`config.mk`:
```
export PLATFORM = sky130hd
export DESIGN_NAME = audio_capture_buffer_control
export DESIGN_NICKNAME = d
export VERILOG_FILES = /design/src/shared/capture_pkg.sv /design/src/core/audio_capture_buffer_control.sv
export SDC_FILE = /design/constraint.sdc
export NUM_CORES = 1
export LEC_CHECK = 0
export ABC_AREA = 1
export BUFFER_PORTS_ARGS = -buffer_cell sky130_fd_sc_hd__buf_2
export CELL_PAD_IN_SITES_DETAIL_PLACEMENT = 2
export CELL_PAD_IN_SITES_GLOBAL_PLACEMENT = 2
export CORE_MARGIN = 1.5
export CORE_UTILIZATION = 35
export CTS_CLUSTER_DIAMETER = 60
export CTS_CLUSTER_SIZE = 14
export DETAILED_ROUTE_END_ITERATION = 8
export PLACE_DENSITY = 0.95
export REMOVE_ABC_BUFFERS = 1
export SLEW_MARGIN = 20
export SYNTH_ARGS = -nofsm -noshare
export SYNTH_HDL_FRONTEND = slang
export SYNTH_SLANG_ARGS = --single-unit
```
`constraint.sdc`:
```
create_clock -name clk_sys_i -period 6.22 [get_ports clk_sys_i]
set_clock_uncertainty 0.2 [all_clocks]
set_input_delay 1.244 -clock clk_sys_i [delete_from_list [all_inputs] [get_ports clk_sys_i]]
set_output_delay 1.244 -clock clk_sys_i [all_outputs]
set_load 0.01 [all_outputs]
```
`src/shared/capture_pkg.sv`:
```
// Purpose: constants and types shared by the capture buffer control block
// Assumes: 32-bit apb register bus, one word per register
// Notes:   offsets are byte addresses
package capture_pkg;

   // ************************************************************
   // register map
   // ************************************************************
   localparam logic [7:0] CAPTURE_CONTROL_OFS = 8'h00;
   localparam logic [7:0] FIRST_START_OFS     = 8'h04;
   localparam logic [7:0] SECOND_START_OFS    = 8'h08;
   localparam logic [7:0] BUFFER_LENGTH_OFS   = 8'h0c;
   localparam logic [7:0] PROGRESS_OFS        = 8'h10;

   // ************************************************************
   // capture_control field positions
   // ************************************************************
   localparam int SOFT_RESET_BIT      = 31;
   localparam int LOOPBACK_SEL_BIT    = 30;
   localparam int STAY_AWAKE_BIT      = 29;
   localparam int CAPTURE_ON_BIT      = 28;
   localparam int FIRST_IRQ_EN_BIT    = 27;
   localparam int SECOND_IRQ_EN_BIT   = 26;
   localparam int BW_IRQ_EN_BIT       = 25;
   localparam int LOST_IRQ_EN_BIT     = 24;
   localparam int FIRST_ACK_BIT       = 23;
   localparam int SECOND_ACK_BIT      = 22;
   localparam int BW_ACK_BIT          = 21;
   localparam int LOST_ACK_BIT        = 20;
   localparam int FIRST_CURRENT_BIT   = 4;
   localparam int FIRST_FILLED_BIT    = 3;
   localparam int SECOND_FILLED_BIT   = 2;
   localparam int BW_FLAG_BIT         = 1;
   localparam int LOST_FLAG_BIT       = 0;

   // ************************************************************
   // reset values and sizes
   // ************************************************************
   localparam logic [31:0] ADDR_RESET      = 32'h0000_0000;
   localparam logic [31:0] SOFT_RESET_WORD = 32'h8000_0000;
   localparam logic [31:0] ALIGN_MASK      = 32'hffff_ffc0;
   localparam int          BURST_BYTES     = 64;

   // memory highway write request
   typedef struct packed {
      logic        valid;
      logic [31:0] addr;
   } mem_req_t;

   // control settings seen by the datapath
   typedef struct packed {
      logic loopback_select;
      logic stay_awake;
      logic capture_on;
   } ctl_t;

endpackage

```
`src/core/audio_capture_buffer_control.sv`:
```
// Purpose: control/status and buffer switching of the audio capture unit
// Assumes: samples arrive as one-cycle strobes from the converter logic
// Notes:   one 64-byte burst request per burst of samples to memory
//
// Notes on behaviour
// - writing only bit 31 to control resets the unit; reads as zero
// - loopback select: 0 normal (reset), 1 diagnostic loopback
// - stay awake 0 joins global power down, 1 stays out
// - capture on makes unit capture and write memory; 0 inactive
// - four enables gate full, bandwidth and lost flags onto irq 11
// - buffer acknowledges clear full flags and irq; read zero
// - error acknowledges clear error flags and irq; read zero
// - current-buffer status is 1 for buffer one, 1 after reset
// - full flags reset 0; acknowledge rearms base and size
// - bandwidth error when sample arrives with burst still pending
// - lost flag on samples lost, cleared only by its acknowledge
// - any reset disables capture and selects buffer one
// - fill buffer one first, then alternate without gap
// - acknowledge drops irq contribution at the next edge
// - stay awake keeps writing in global power down and wakes processor
// - block power down bit also powers the unit down
// - errors halt sampling until buffer supplied or burst written
// - length counts samples: stereo pair or mono value is one
`timescale 1ns/10ps
module audio_capture_buffer_control
   import capture_pkg::*;
#(
   parameter int SAMPLE_BYTES_MAX = 4
) (
   // clock and reset
   input  wire logic        clk_sys_i,
   input  wire logic        sys_rst_i,
   // apb slave
   input  wire logic        psel_i,
   input  wire logic        penable_i,
   input  wire logic        pwrite_i,
   input  wire logic [7:0]  paddr_i,
   input  wire logic [31:0] pwdata_i,
   output logic [31:0]      prdata_o,
   output logic             pready_o,
   output logic             pslverr_o,
   // sample stream from converter
   input  wire logic        sample_stb_i,
   input  wire logic        stereo_i,
   input  wire logic [2:0]  sample_bytes_i,
   // memory highway burst port
   output mem_req_t         mem_req_o,
   input  wire logic        mem_done_i,
   // power management
   input  wire logic        global_pd_i,
   input  wire logic        block_pd_i,
   output logic             powered_down_o,
   output logic             wake_o,
   output ctl_t             ctl_o,
   // interrupt request 11
   output logic             irq_o
);

   // ************************************************************
   // elaboration check
   // ************************************************************
   if (SAMPLE_BYTES_MAX < 1 || SAMPLE_BYTES_MAX > BURST_BYTES) begin : g_chk
      $error("sample size must fit one burst");
   end

   // ************************************************************
   // bus decode
   // ************************************************************
   logic        wr_en;
   logic        rd_en;
   logic        soft_rst;
   logic        unit_rst;
   logic        ctl_wr;
   logic [31:0] rd_word;
   logic        addr_ok;

   assign wr_en    = psel_i & penable_i & pwrite_i;
   assign rd_en    = psel_i & penable_i & ~pwrite_i;
   assign ctl_wr   = wr_en & (paddr_i == CAPTURE_CONTROL_OFS);
   assign soft_rst = ctl_wr & (pwdata_i == SOFT_RESET_WORD);
   // the reset word alone resets; any other control write is taken as fields
   // hardware or software reset
   assign unit_rst = sys_rst_i | soft_rst;
   // zero wait states: every access completes in its first access cycle
   assign pready_o = 1'b1;
   assign addr_ok  = (paddr_i == CAPTURE_CONTROL_OFS) |
                     (paddr_i == FIRST_START_OFS) |
                     (paddr_i == SECOND_START_OFS) |
                     (paddr_i == BUFFER_LENGTH_OFS) |
                     (paddr_i == PROGRESS_OFS);
   assign pslverr_o = psel_i & penable_i & ~addr_ok;

   // ************************************************************
   // control bits
   // ************************************************************
   logic loop_r;
   logic awake_r;
   logic cap_on_r;
   logic [3:0] irq_en_r;
   logic first_buffer_acknowledge;
   logic second_buffer_acknowledge;
   logic ack_bw;
   logic ack_lost;

   assign first_buffer_acknowledge     = ctl_wr & ~soft_rst & pwdata_i[FIRST_ACK_BIT];
   assign second_buffer_acknowledge     = ctl_wr & ~soft_rst & pwdata_i[SECOND_ACK_BIT];
   assign ack_bw   = ctl_wr & ~soft_rst & pwdata_i[BW_ACK_BIT];
   assign ack_lost = ctl_wr & ~soft_rst & pwdata_i[LOST_ACK_BIT];

   always_ff @(posedge clk_sys_i) begin
      if (unit_rst) begin
         loop_r   <= 1'b0;
         awake_r  <= 1'b0;
         cap_on_r <= 1'b0;
         irq_en_r <= 4'h0;
      end else if (ctl_wr) begin
         loop_r   <= pwdata_i[LOOPBACK_SEL_BIT];
         awake_r  <= pwdata_i[STAY_AWAKE_BIT];
         cap_on_r <= pwdata_i[CAPTURE_ON_BIT];
         irq_en_r <= pwdata_i[FIRST_IRQ_EN_BIT:LOST_IRQ_EN_BIT];
      end
   end

   // ************************************************************
   // buffer descriptors
   // ************************************************************
   logic [31:0] first_buffer_start_r;
   logic [31:0] second_buffer_start_r;
   logic [31:0] size_r;
   // base and length survive a soft reset; only a hard reset clears them
   // the low six bits are forced to zero so every burst stays aligned

   always_ff @(posedge clk_sys_i) begin
      if (sys_rst_i) begin
         first_buffer_start_r <= ADDR_RESET;
         second_buffer_start_r <= ADDR_RESET;
         size_r  <= ADDR_RESET;
      end else if (wr_en) begin
         if (paddr_i == FIRST_START_OFS) begin
            first_buffer_start_r <= pwdata_i & ALIGN_MASK;
         end
         if (paddr_i == SECOND_START_OFS) begin
            second_buffer_start_r <= pwdata_i & ALIGN_MASK;
         end
         if (paddr_i == BUFFER_LENGTH_OFS) begin
            size_r <= pwdata_i & ALIGN_MASK;
         end
      end
   end

   // ************************************************************
   // power state
   // ************************************************************
   logic pd;
   // stay awake overrides global power down
   assign pd = block_pd_i | (global_pd_i & ~awake_r);
   assign powered_down_o = pd;
   assign ctl_o = '{loopback_select: loop_r, stay_awake: awake_r,
                    capture_on: cap_on_r};

   // ************************************************************
   // capture sequencing
   // ************************************************************
   logic        cur1_r;
   logic        full1_r;
   logic        full2_r;
   logic        bw_r;
   logic        lost_r;
   logic [31:0] count_r;
   logic [6:0]  fill_r;
   logic        burst_rdy_r;
   logic        pend_r;
   logic [31:0] wptr_r;
   logic [31:0] burst_addr_r;
   logic        active;
   logic        take;
   logic        last;
   logic        cur_full;
   logic        halted_r;
   logic [6:0]  fill_nxt;

   // capture stops while powered down; registers and flags keep state
   assign active   = cap_on_r & ~pd;
   assign cur_full = cur1_r ? full1_r : full2_r;
   // halt while no buffer or burst backlog
   assign take     = active & sample_stb_i & ~cur_full &
                     ~(burst_rdy_r & pend_r);
   // a length of zero behaves as a length of one sample
   // one count per stereo pair or mono value
   assign last     = (count_r + 32'd1) >= size_r;
   // bytes taken in, doubled when a stereo pair arrives
   assign fill_nxt = fill_r + {4'h0, sample_bytes_i} +
                     (stereo_i ? {4'h0, sample_bytes_i} : 7'h00);

   always_ff @(posedge clk_sys_i) begin
      if (unit_rst) begin
         cur1_r  <= 1'b1;
         count_r <= 32'h0000_0000;
         wptr_r  <= ADDR_RESET;
         fill_r  <= 7'h00;
         halted_r <= 1'b1;
      end else if (take) begin
         if (halted_r) begin
            wptr_r <= first_buffer_start_r;
            halted_r <= 1'b0;
         end
         if (last) begin
            // next base is read at the swap, so software may refill until then
            // swap buffers without a gap
            cur1_r  <= ~cur1_r;
            count_r <= 32'h0000_0000;
         end else begin
            count_r <= count_r + 32'd1;
         end
         fill_r <= (fill_nxt >= 7'(BURST_BYTES)) ?
                   fill_nxt - 7'(BURST_BYTES) : fill_nxt;
         if (fill_nxt >= 7'(BURST_BYTES)) begin
            wptr_r <= last ? (cur1_r ? second_buffer_start_r : first_buffer_start_r)
                           : wptr_r + 32'(BURST_BYTES);
         end else if (last) begin
            wptr_r <= cur1_r ? second_buffer_start_r : first_buffer_start_r;
         end
      end
   end

   // burst handoff to the memory highway
   // take is held off while a burst waits, so a burst is never overwritten
   always_ff @(posedge clk_sys_i) begin
      if (unit_rst) begin
         burst_rdy_r  <= 1'b0;
         pend_r       <= 1'b0;
         burst_addr_r <= ADDR_RESET;
      end else begin
         if (mem_done_i) begin
            pend_r <= 1'b0;
         end
         if (take && fill_nxt >= 7'(BURST_BYTES)) begin
            burst_rdy_r  <= 1'b1;
            pend_r       <= 1'b1;
            burst_addr_r <= halted_r ? first_buffer_start_r : wptr_r;
         end else if (mem_done_i) begin
            burst_rdy_r <= 1'b0;
         end
      end
   end

   assign mem_req_o = '{valid: pend_r, addr: burst_addr_r};

   // ************************************************************
   // status flags: set beats clear
   // ************************************************************
   always_ff @(posedge clk_sys_i) begin
      if (unit_rst) begin
         full1_r <= 1'b0;
         full2_r <= 1'b0;
         bw_r    <= 1'b0;
         lost_r  <= 1'b0;
      end else begin
         if (take && last && cur1_r) begin
            full1_r <= 1'b1;
         end else if (first_buffer_acknowledge) begin
            full1_r <= 1'b0;
         end
         if (take && last && !cur1_r) begin
            full2_r <= 1'b1;
         end else if (second_buffer_acknowledge) begin
            full2_r <= 1'b0;
         end
         if (active && sample_stb_i && burst_rdy_r && pend_r) begin
            bw_r <= 1'b1;
         end else if (ack_bw) begin
            bw_r <= 1'b0;
         end
         // the sample is dropped while the current buffer is still full
         // lost sample, only its acknowledge clears
         if (active && sample_stb_i && cur_full) begin
            lost_r <= 1'b1;
         end else if (ack_lost) begin
            lost_r <= 1'b0;
         end
      end
   end

   // ************************************************************
   // interrupt and readback
   // ************************************************************
   // flags are registered, so an acknowledge drops the line one edge later
   // level irq from registered flags
   assign irq_o = (full1_r & irq_en_r[3]) | (full2_r & irq_en_r[2]) |
                  (bw_r & irq_en_r[1]) | (lost_r & irq_en_r[0]);
   assign wake_o = irq_o & awake_r;

   always_comb begin
      rd_word = 32'h0000_0000;
      case (paddr_i)
         CAPTURE_CONTROL_OFS: begin
            rd_word[LOOPBACK_SEL_BIT]  = loop_r;
            rd_word[STAY_AWAKE_BIT]    = awake_r;
            rd_word[CAPTURE_ON_BIT]    = cap_on_r;
            rd_word[FIRST_IRQ_EN_BIT:LOST_IRQ_EN_BIT] = irq_en_r;
            rd_word[FIRST_CURRENT_BIT] = cur1_r;
            rd_word[FIRST_FILLED_BIT]  = full1_r;
            rd_word[SECOND_FILLED_BIT] = full2_r;
            rd_word[BW_FLAG_BIT]       = bw_r;
            rd_word[LOST_FLAG_BIT]     = lost_r;
         end
         FIRST_START_OFS:   rd_word = first_buffer_start_r;
         SECOND_START_OFS:  rd_word = second_buffer_start_r;
         BUFFER_LENGTH_OFS: rd_word = size_r;
         PROGRESS_OFS:      rd_word = count_r;
         default:           rd_word = 32'h0000_0000;
      endcase
   end

   always_ff @(posedge clk_sys_i) begin
      if (sys_rst_i) begin
         prdata_o <= 32'h0000_0000;
      // read data captured in setup, standing through the access phase
      end else if (psel_i && !penable_i && !pwrite_i) begin
         prdata_o <= rd_word;
      end
   end

endmodule

```
==> impl_metrics.env, run 1 <==
export IMPL_status="completed"
export IMPL_hpwl_um=43300
export IMPL_fp_row_count=69
export IMPL_path_max_fanout=29
export IMPL_ant_nets=0
export IMPL_dieArea_um2=37800
export IMPL_power_frac_comb_pct=3.6
export IMPL_ios=126
export IMPL_tightest_slew_ps=1090
export IMPL_htree_levels=1
export IMPL_p_sw_share_pct=26.7
export IMPL_crit_path_start="count_r[2]"
export IMPL_synth_avg_cell_area_um2=6.41
export IMPL_port_buffers=124
export IMPL_worstSetupPathType="flop to flop"
export IMPL_cp_common_cell="nand2_1"
export IMPL_clk_path_buf_depth=3
export IMPL_grt_pass1_wl_um=101000
export IMPL_power_density_nw_per_um2=228
export IMPL_ys_ff_latch=227
export IMPL_holdWs_ps=260
export IMPL_clk_pin_slew_ps=70
export IMPL_core_area_um2=35800
export IMPL_clockRootBuffer="clkbuf_16"
export IMPL_gp_congestion=0.916
export IMPL_drt_iter0_markers=932
export IMPL_cpPeakStageDelay_ps=740
export IMPL_drc=0
export IMPL_crit_chain="nand2_1 -> nor2_2 -> nand2_1 -> nor2_1 -> nand2_2 -> nor2_1 -> nand2_1 -> xor2_1 -> inv_2 -> ha_1 -> nand2_1 -> a21oi_1 -> nor2_1 -> nand2_1 -> a21oi_1 -> nand3_4 -> nor2_4 -> nand2_1 -> a21oi_1"
export IMPL_timing_final_crit_period_ps=5390
export IMPL_synth_top_family_by_area="simple AND/OR/NAND/NOR gates"
export IMPL_slew_violations=0
export IMPL_syn_inst=1999
export IMPL_p_leak_nw=6.20
export IMPL_reg2reg_from="count_r[2]"
export IMPL_arrival_ps=5650
export IMPL_cts_resized=0
export IMPL_yosysWarnings=0
export IMPL_synth_fa_ha_area_share_pct=3.65
export IMPL_synth_area_leaders="dfxtp_1, nand2_1, o21ai_0"
export IMPL_cp_start_kind="flop"
export IMPL_critical_path_top_delay_family="simple AND/OR/NAND/NOR gates"
export IMPL_ff2ff_setup_slack_ps=830
export IMPL_yosys_area_top_type="dfxtp_1"
export IMPL_hp_class="flop to flop"
export IMPL_postCtsHoldBufs=0
export IMPL_pwr_share_clk_pct=52.8
export IMPL_postCtsSetupBuffers=0
export IMPL_die_height_um=194
export IMPL_routed_wirelength_um=65600
export IMPL_synth_edf_count=0
export IMPL_synthArstFlopShare_pct=0
export IMPL_gr_usage_all_layers_pct=34.4
export IMPL_initial_utilization_pct=35.8
export IMPL_crit_path_end_kind="flop"
export IMPL_fmax_mhz=186
export IMPL_cts_tree="built"
export IMPL_cpMaxStageDelayCell="nor2_4"
export IMPL_worstPathRequired_ps=6480
export IMPL_syn_to_final_growth_pct=14.3
export IMPL_p_int_w=0.00245
export IMPL_ys_seq_area_share_pct=35.4
export IMPL_routedWlPerCell_um=25.7
export IMPL_grt_antenna_before_repair=2
export IMPL_power_switching_w=0.000892
export IMPL_tns_ps=0
export IMPL_hp_start="burst_addr_r[3]"
export IMPL_hold_viol_final=0
export IMPL_cap_viol_max_count=0
export IMPL_fin_crit_sh_pct=86.6
export IMPL_synth_area_mux_share_pct=0
export IMPL_synth_compound_area_share_pct=17.0
export IMPL_layout_nets=2156
export IMPL_syn_area_um2=12800
export IMPL_synth_distinct_cells=45
export IMPL_cts_sinks=227
export IMPL_seq_power_share_pct=43.6
export IMPL_die_x_um=194
export IMPL_insertion_delay_ps=590
export IMPL_ys_flop_type="dfxtp_1"
export IMPL_dr_pass1_iters=6
export IMPL_relSlewSlack_pct=27.0
export IMPL_rsz0062_at_grt="no"
export IMPL_synth_simple_area_share_pct=30.7
export IMPL_via_count=14930
export IMPL_synth_top_cell_area_share_pct=35.4
export IMPL_grt_pass1_vias=16660
export IMPL_ir_drop_mv=0.183
export IMPL_grt_ovfl_total=0
export IMPL_cts_buffers=28
export IMPL_vias_per_cell=5.86
export IMPL_synth_xor_area_share_pct=2.05
export IMPL_setup_viol=0
export IMPL_cp_num_buf_inv=1
export IMPL_drive_gt1_share_pct=11.0
export IMPL_grt_max_degree=90
sequential cells by signal (all words and copies together), names as in the netlist:
signal                 flops
burst_addr_r              32
count_r                   32
prdata_o                  32
wptr_r                    32
first_buffer_start_r      26
second_buffer_start_r     26
size_r                    26
fill_r                     7
irq_en_r                   4
awake_r                    1
bw_r                       1
cap_on_r                   1
cur1_r                     1
full1_r                    1
full2_r                    1
halted_r                   1
loop_r                     1
lost_r                     1
pend_r                     1
power groups by stage:
stage                     clock network [W]  registers, W  logic [W]
after floorplan                           0       0.00149  0.0000426
after global placement                    0       0.00149   0.000105
after detailed placement                  0       0.00149   0.000114
after CTS                           0.00179       0.00146   0.000117
after global routing                0.00183       0.00146   0.000125
final                               0.00177       0.00146   0.000120
metal layers:
| metal | GRT usage (%) | routed length, um | vias to the layer above |
|---|---|---|---|
| li1 | - | - | 6571 |
| met1 | 38.8 | 25600 | 7502 |
| met2 | 61.0 | 32400 | 597 |
| met3 | 5.45 | 3410 | 258 |
| met4 | 20.6 | 4190 | 2 |
| met5 | 0 | 13 | - |
worst reg2reg max path, stage by stage, from the launching register on:
cell and delay (ps):
dfxtp_1 610, nand2_1 150, nor2_2 170, nand2_1 130, nor2_1 500, nand2_2 210
nor2_1 330, nand2_1 110, xor2_1 180, inv_2 70, ha_1 290, nand2_1 140
a21oi_1 60, nor2_1 140, nand2_1 170, a21oi_1 280, nand3_4 370, nor2_4 740
nand2_1 140, a21oi_1 280
cells by family after synthesis:
family                     count (synthesis)
AOI/OAI and AO/OA                        413
xor gates and xnor gates                  30
adders and majority gates                 35
buffers and inverters                    354
DFF                                      227
other                                      1
and+or+nand+nor                          939
worst paths after layout:
kind | to | depth (start not counted)
max | count_r[24] | 19
min | burst_addr_r[3] | 2
max reg2reg | count_r[24] | 19
min reg2reg | burst_addr_r[3] | 2
layout make-up:
type | instances | area [um2]
Sequential cell | 227 | 4540
Inverter | 251 | 942
Clock buffer | 31 | 743
Timing Repair Buffer | 142 | 756
Fill cell | 4333 | 21200
Clock inverter | 18 | 211
Multi-Input combinational cell | 1418 | 6880
Antenna cell | 1 | 2.50
Tap cell | 461 | 577
cells in the final DEF, fill, tap and decap left out, types with 2 or more instances in the layout:
master and instances:
nand2_1 571, buf_2 124, a41oi_1 2, or2_0 5, xor2_1 27, clkbuf_16 29, nand2_2 4, o21ai_0 189
inv_6 4, dfxtp_1 227, inv_8 2, nor2_2 8, nor3_1 21, nand4_1 34, a211oi_1 22, bufinv_16 2
fa_1 4, clkinv_8 2, nor2_4 2, clkinv_2 2, clkinv_4 5, nand3_1 127, ha_1 31, nor4_1 3
buf_4 18, o21bai_1 4, or2_2 7, inv_1 239, xnor2_1 3, inv_2 10, o22ai_1 15, clkinv_1 2
nor3_4 3, nor2_1 147, nand3b_1 2, a31oi_1 2, a21oi_1 174
cells in the mapped netlist (2+ instances only):
master    count
or2_2         7
buf_1         4
nor2_2        6
or2_0         5
a211oi_1     22
clkinv_1      2
xor2_1       27
a31oi_1       2
nor4_1        3
fa_1          4
nand3b_1      2
xnor2_1       3
nand2_1     571
buf_4         9
nand4_1      34
inv_2        10
o21ai_0     189
buf_2        34
clkbuf_1     54
o21bai_1      4
ha_1         31
nor3_2        2
buf_6         2
nor2_1      150
dfxtp_1     227
a21oi_1     174
nor3_1       21
o22ai_1      15
nand3_1     127
a41oi_1       2
nand2_2       4
inv_1       239
stage by stage:
step                setup slack (ps)  std cells  total power, W  utilization [%]  area, um2
floorplan                        657       1896         0.00154                -      12300
CTS                             1020       2548         0.00337             40.9      14700
finish                           834       2549         0.00335             40.9      14700
global placement                1650       2499         0.00160             38.2      13700
global route                     739       2548         0.00342             40.9      14700
detailed placement              1260       2499         0.00161             38.2      13700
(Power assumes the default switching activity.)
==> inputs of run 2 (changes only) <==
--- a/config.mk
+++ b/config.mk
@@ -5,17 +5,17 @@
 export SDC_FILE = /design/constraint.sdc
 export NUM_CORES = 1
 export LEC_CHECK = 0
-export ABC_AREA = 1
 export BUFFER_PORTS_ARGS = -buffer_cell sky130_fd_sc_hd__buf_2
 export CELL_PAD_IN_SITES_DETAIL_PLACEMENT = 2
 export CELL_PAD_IN_SITES_GLOBAL_PLACEMENT = 2
 export CORE_MARGIN = 1.5
-export CORE_UTILIZATION = 35
+export CORE_UTILIZATION = 39
 export CTS_CLUSTER_DIAMETER = 60
 export CTS_CLUSTER_SIZE = 14
 export DETAILED_ROUTE_END_ITERATION = 8
 export PLACE_DENSITY = 0.95
 export REMOVE_ABC_BUFFERS = 1
+export SKIP_LAST_GASP = 1
 export SLEW_MARGIN = 20
 export SYNTH_ARGS = -nofsm -noshare
 export SYNTH_HDL_FRONTEND = slang
==> impl_metrics.env, run 2 <==
export IMPL_via_count=12482
export IMPL_antenna_cells=0
export IMPL_setup_viol=0
export IMPL_cts_tree="built"
export IMPL_cp_start_kind="flop"
export IMPL_grt_antenna_before_repair=0
export IMPL_ant_nets=0
export IMPL_relSlewSlack_pct=32.4
export IMPL_routed_wirelength_um=56800
export IMPL_hold_viol_final=0
export IMPL_die_x_um=179
export IMPL_cts_resized=0
export IMPL_hpwl_um=37100
export IMPL_cts_buffers=25
export IMPL_cts_sinks=227
export IMPL_synth_edf_count=0
export IMPL_gr_usage_all_layers_pct=35.9
export IMPL_ys_seq_area_share_pct=37.6
export IMPL_port_buffers=124
export IMPL_grt_pass1_wl_um=86700
export IMPL_routedWlPerCell_um=29.8
export IMPL_worstPathRequired_ps=6450
export IMPL_grt_ovfl_total=0
export IMPL_grt_max_degree=60
export IMPL_layout_nets=1584
export IMPL_tns_ps=0
export IMPL_fp_row_count=64
export IMPL_postCtsSetupBuffers=0
export IMPL_gp_congestion=0.865
export IMPL_timing_final_crit_period_ps=5380
export IMPL_highest_layer="met4"
export IMPL_status="completed"
export IMPL_cap_viol_max_count=0
export IMPL_synth_avg_cell_area_um2=8.49
export IMPL_cp_num_buf_inv=2
export IMPL_routed_wl_met3_um=3640
export IMPL_synth_common_cells="dfxtp_1, nor2_1, mux2i_1"
export IMPL_slew_violations=0
export IMPL_insertion_delay_ps=560
export IMPL_crit_path_end_kind="flop"
export IMPL_ys_ff_latch=227
export IMPL_ios=126
export IMPL_synthArstFlopShare_pct=0
export IMPL_critical_path_top_delay_family="simple AND/OR/NAND/NOR gates"
export IMPL_fmax_mhz=186
export IMPL_synth_top_cell_area_share_pct=37.6
export IMPL_htree_levels=1
export IMPL_layout_common_cells="dfxtp_1, nor2_1, mux2i_1"
export IMPL_drt_iter0_markers=1112
export IMPL_met1_length_um=22200
export IMPL_vias_per_cell=6.55
export IMPL_syn_area_um2=12100
export IMPL_tightest_slew_ps=1010
export IMPL_synth_distinct_cells=74
export IMPL_ir_drop_mv=0.197
export IMPL_wl_met2_um=27400
export IMPL_yosysWarnings=0
export IMPL_crit_chain="ha_1 -> nand3_1 -> nor4_1 -> nor3b_2 -> nand3_1 -> xnor2_1 -> ha_1 -> nand4_1 -> nor2_1 -> a22oi_1 -> o211ai_1 -> buf_4 -> nor2_2 -> buf_4 -> nand2_1 -> o31ai_1"
export IMPL_worstSetupPathType="flop to flop"
export IMPL_syn_to_final_growth_pct=14.4
export IMPL_initial_utilization_pct=39.6
export IMPL_grt_pass1_vias=14025
export IMPL_die_height_um=179
export IMPL_power_density_nw_per_um2=229
export IMPL_path_max_fanout=23
export IMPL_arrival_ps=5610
export IMPL_hp_class="flop to flop"
export IMPL_layout_commonest_cell="dfxtp_1"
export IMPL_fin_crit_sh_pct=86.4
export IMPL_cpMaxStageDelayCell="nor3b_2"
export IMPL_drc=0
export IMPL_clockRootBuffer="clkbuf_16"
export IMPL_drive_gt1_share_pct=15.3
export IMPL_synth_area_leaders="dfxtp_1, mux2i_1, nor2_1"
export IMPL_postCtsHoldBufs=0
export IMPL_yosys_area_top_type="dfxtp_1"
export IMPL_clk_path_buf_depth=3
export IMPL_syn_inst=1424
export IMPL_final_area_um2=13800
export IMPL_dr_pass1_iters=5
export IMPL_synthMostInstantiatedCell="dfxtp_1"
export IMPL_core_area_um2=30500
export IMPL_cpPeakStageDelay_ps=590
export IMPL_p_leak_nw=5.53
export IMPL_ys_flop_type="dfxtp_1"
export IMPL_clk_pin_slew_ps=70
export IMPL_dpl_cell_area_um2=13000
export IMPL_rsz0062_at_grt="no"
export IMPL_dieArea_um2=32100
==> run 2: changes by cell type after synthesis, moves of 30 or more <==
cell      before  now
a211oi_1      22   52
a21oi_1      174   75
a22oi_1        0   50
inv_1        239   45
mux2i_1        0  151
nand2_1      571   85
nand3_1      127   69
nor2_1       150  189
o21ai_0      189   52
==> run 2: cells by family after synthesis <==
kind of cell               after synthesis  synth area share, %
DFF                                    227                 37.6
xor gates and xnor gates                27                 1.96
adders and majority gates               35                 3.87
other                                    1               0.0310
AOI/OAI and AO/OA                      321                 17.7
buffers and inverters                  154                 5.43
muxes                                  163                 13.6
and+or+nand+nor                        496                 19.8
==> run 2: final timing paths <==
check                    endpoint       startpoint  slack (ps)  cells after the start
setup reg to reg      count_r[24]       count_r[0]         840                     16
setup / recovery      count_r[24]       count_r[0]         840                     16
hold reg to reg   burst_addr_r[4]  burst_addr_r[4]         260                      2
hold / removal    burst_addr_r[4]  burst_addr_r[4]         260                      2
==> run 2: metrics by stage <==
step | instances | utilization, % | power [W] | worst slack (ps) | hold slack [ps]
6_report | 1906 | 45.3 | 0.00317 | 844 | 256
5_1_grt | 1906 | 45.3 | 0.00324 | 470 | 285
4_1_cts | 1906 | 45.3 | 0.00317 | 627 | 262
3_5_place_dp | 1865 | 42.6 | 0.00162 | 875 | 250
3_3_place_gp | 1863 | 42.4 | 0.00161 | 1210 | 236
2_1_floorplan | 1317 | - | 0.00153 | 553 | 231
==> run 2: tightest hold or removal path, cell delays in order (launching register included) <==
cell and delay, ps:
dfxtp_1 310, nand2_1 50, a21oi_1 50
==> run 2: cell type report <==
type / instances / area, um2
timing repair buffer: 152 / 873
clock buffer: 28 / 647
multi-input combinational: 1043 / 6920
tap: 396 / 495
fill: 3351 / 16700
sequential: 227 / 4550
inverter: 47 / 176
clock inverter: 13 / 173
==> run 2: metal layers <==
layer,track usage (%),vias up
met2,61.6,658
met4,22.0,0
met1,41.5,6298
met3,6.17,238
li1,-,5288
met5,0,-
==> run 2: power by group <==
| part | switching, W | internal [W] | total [W] |
|---|---|---|---|
| Clock | 0.000699 | 0.000883 | 0.00158 |
| Sequential | 0.00000256 | 0.00146 | 0.00146 |
| Combinational | 0.0000940 | 0.0000358 | 0.000130 |
| Total | 0.000796 | 0.00238 | 0.00317 |
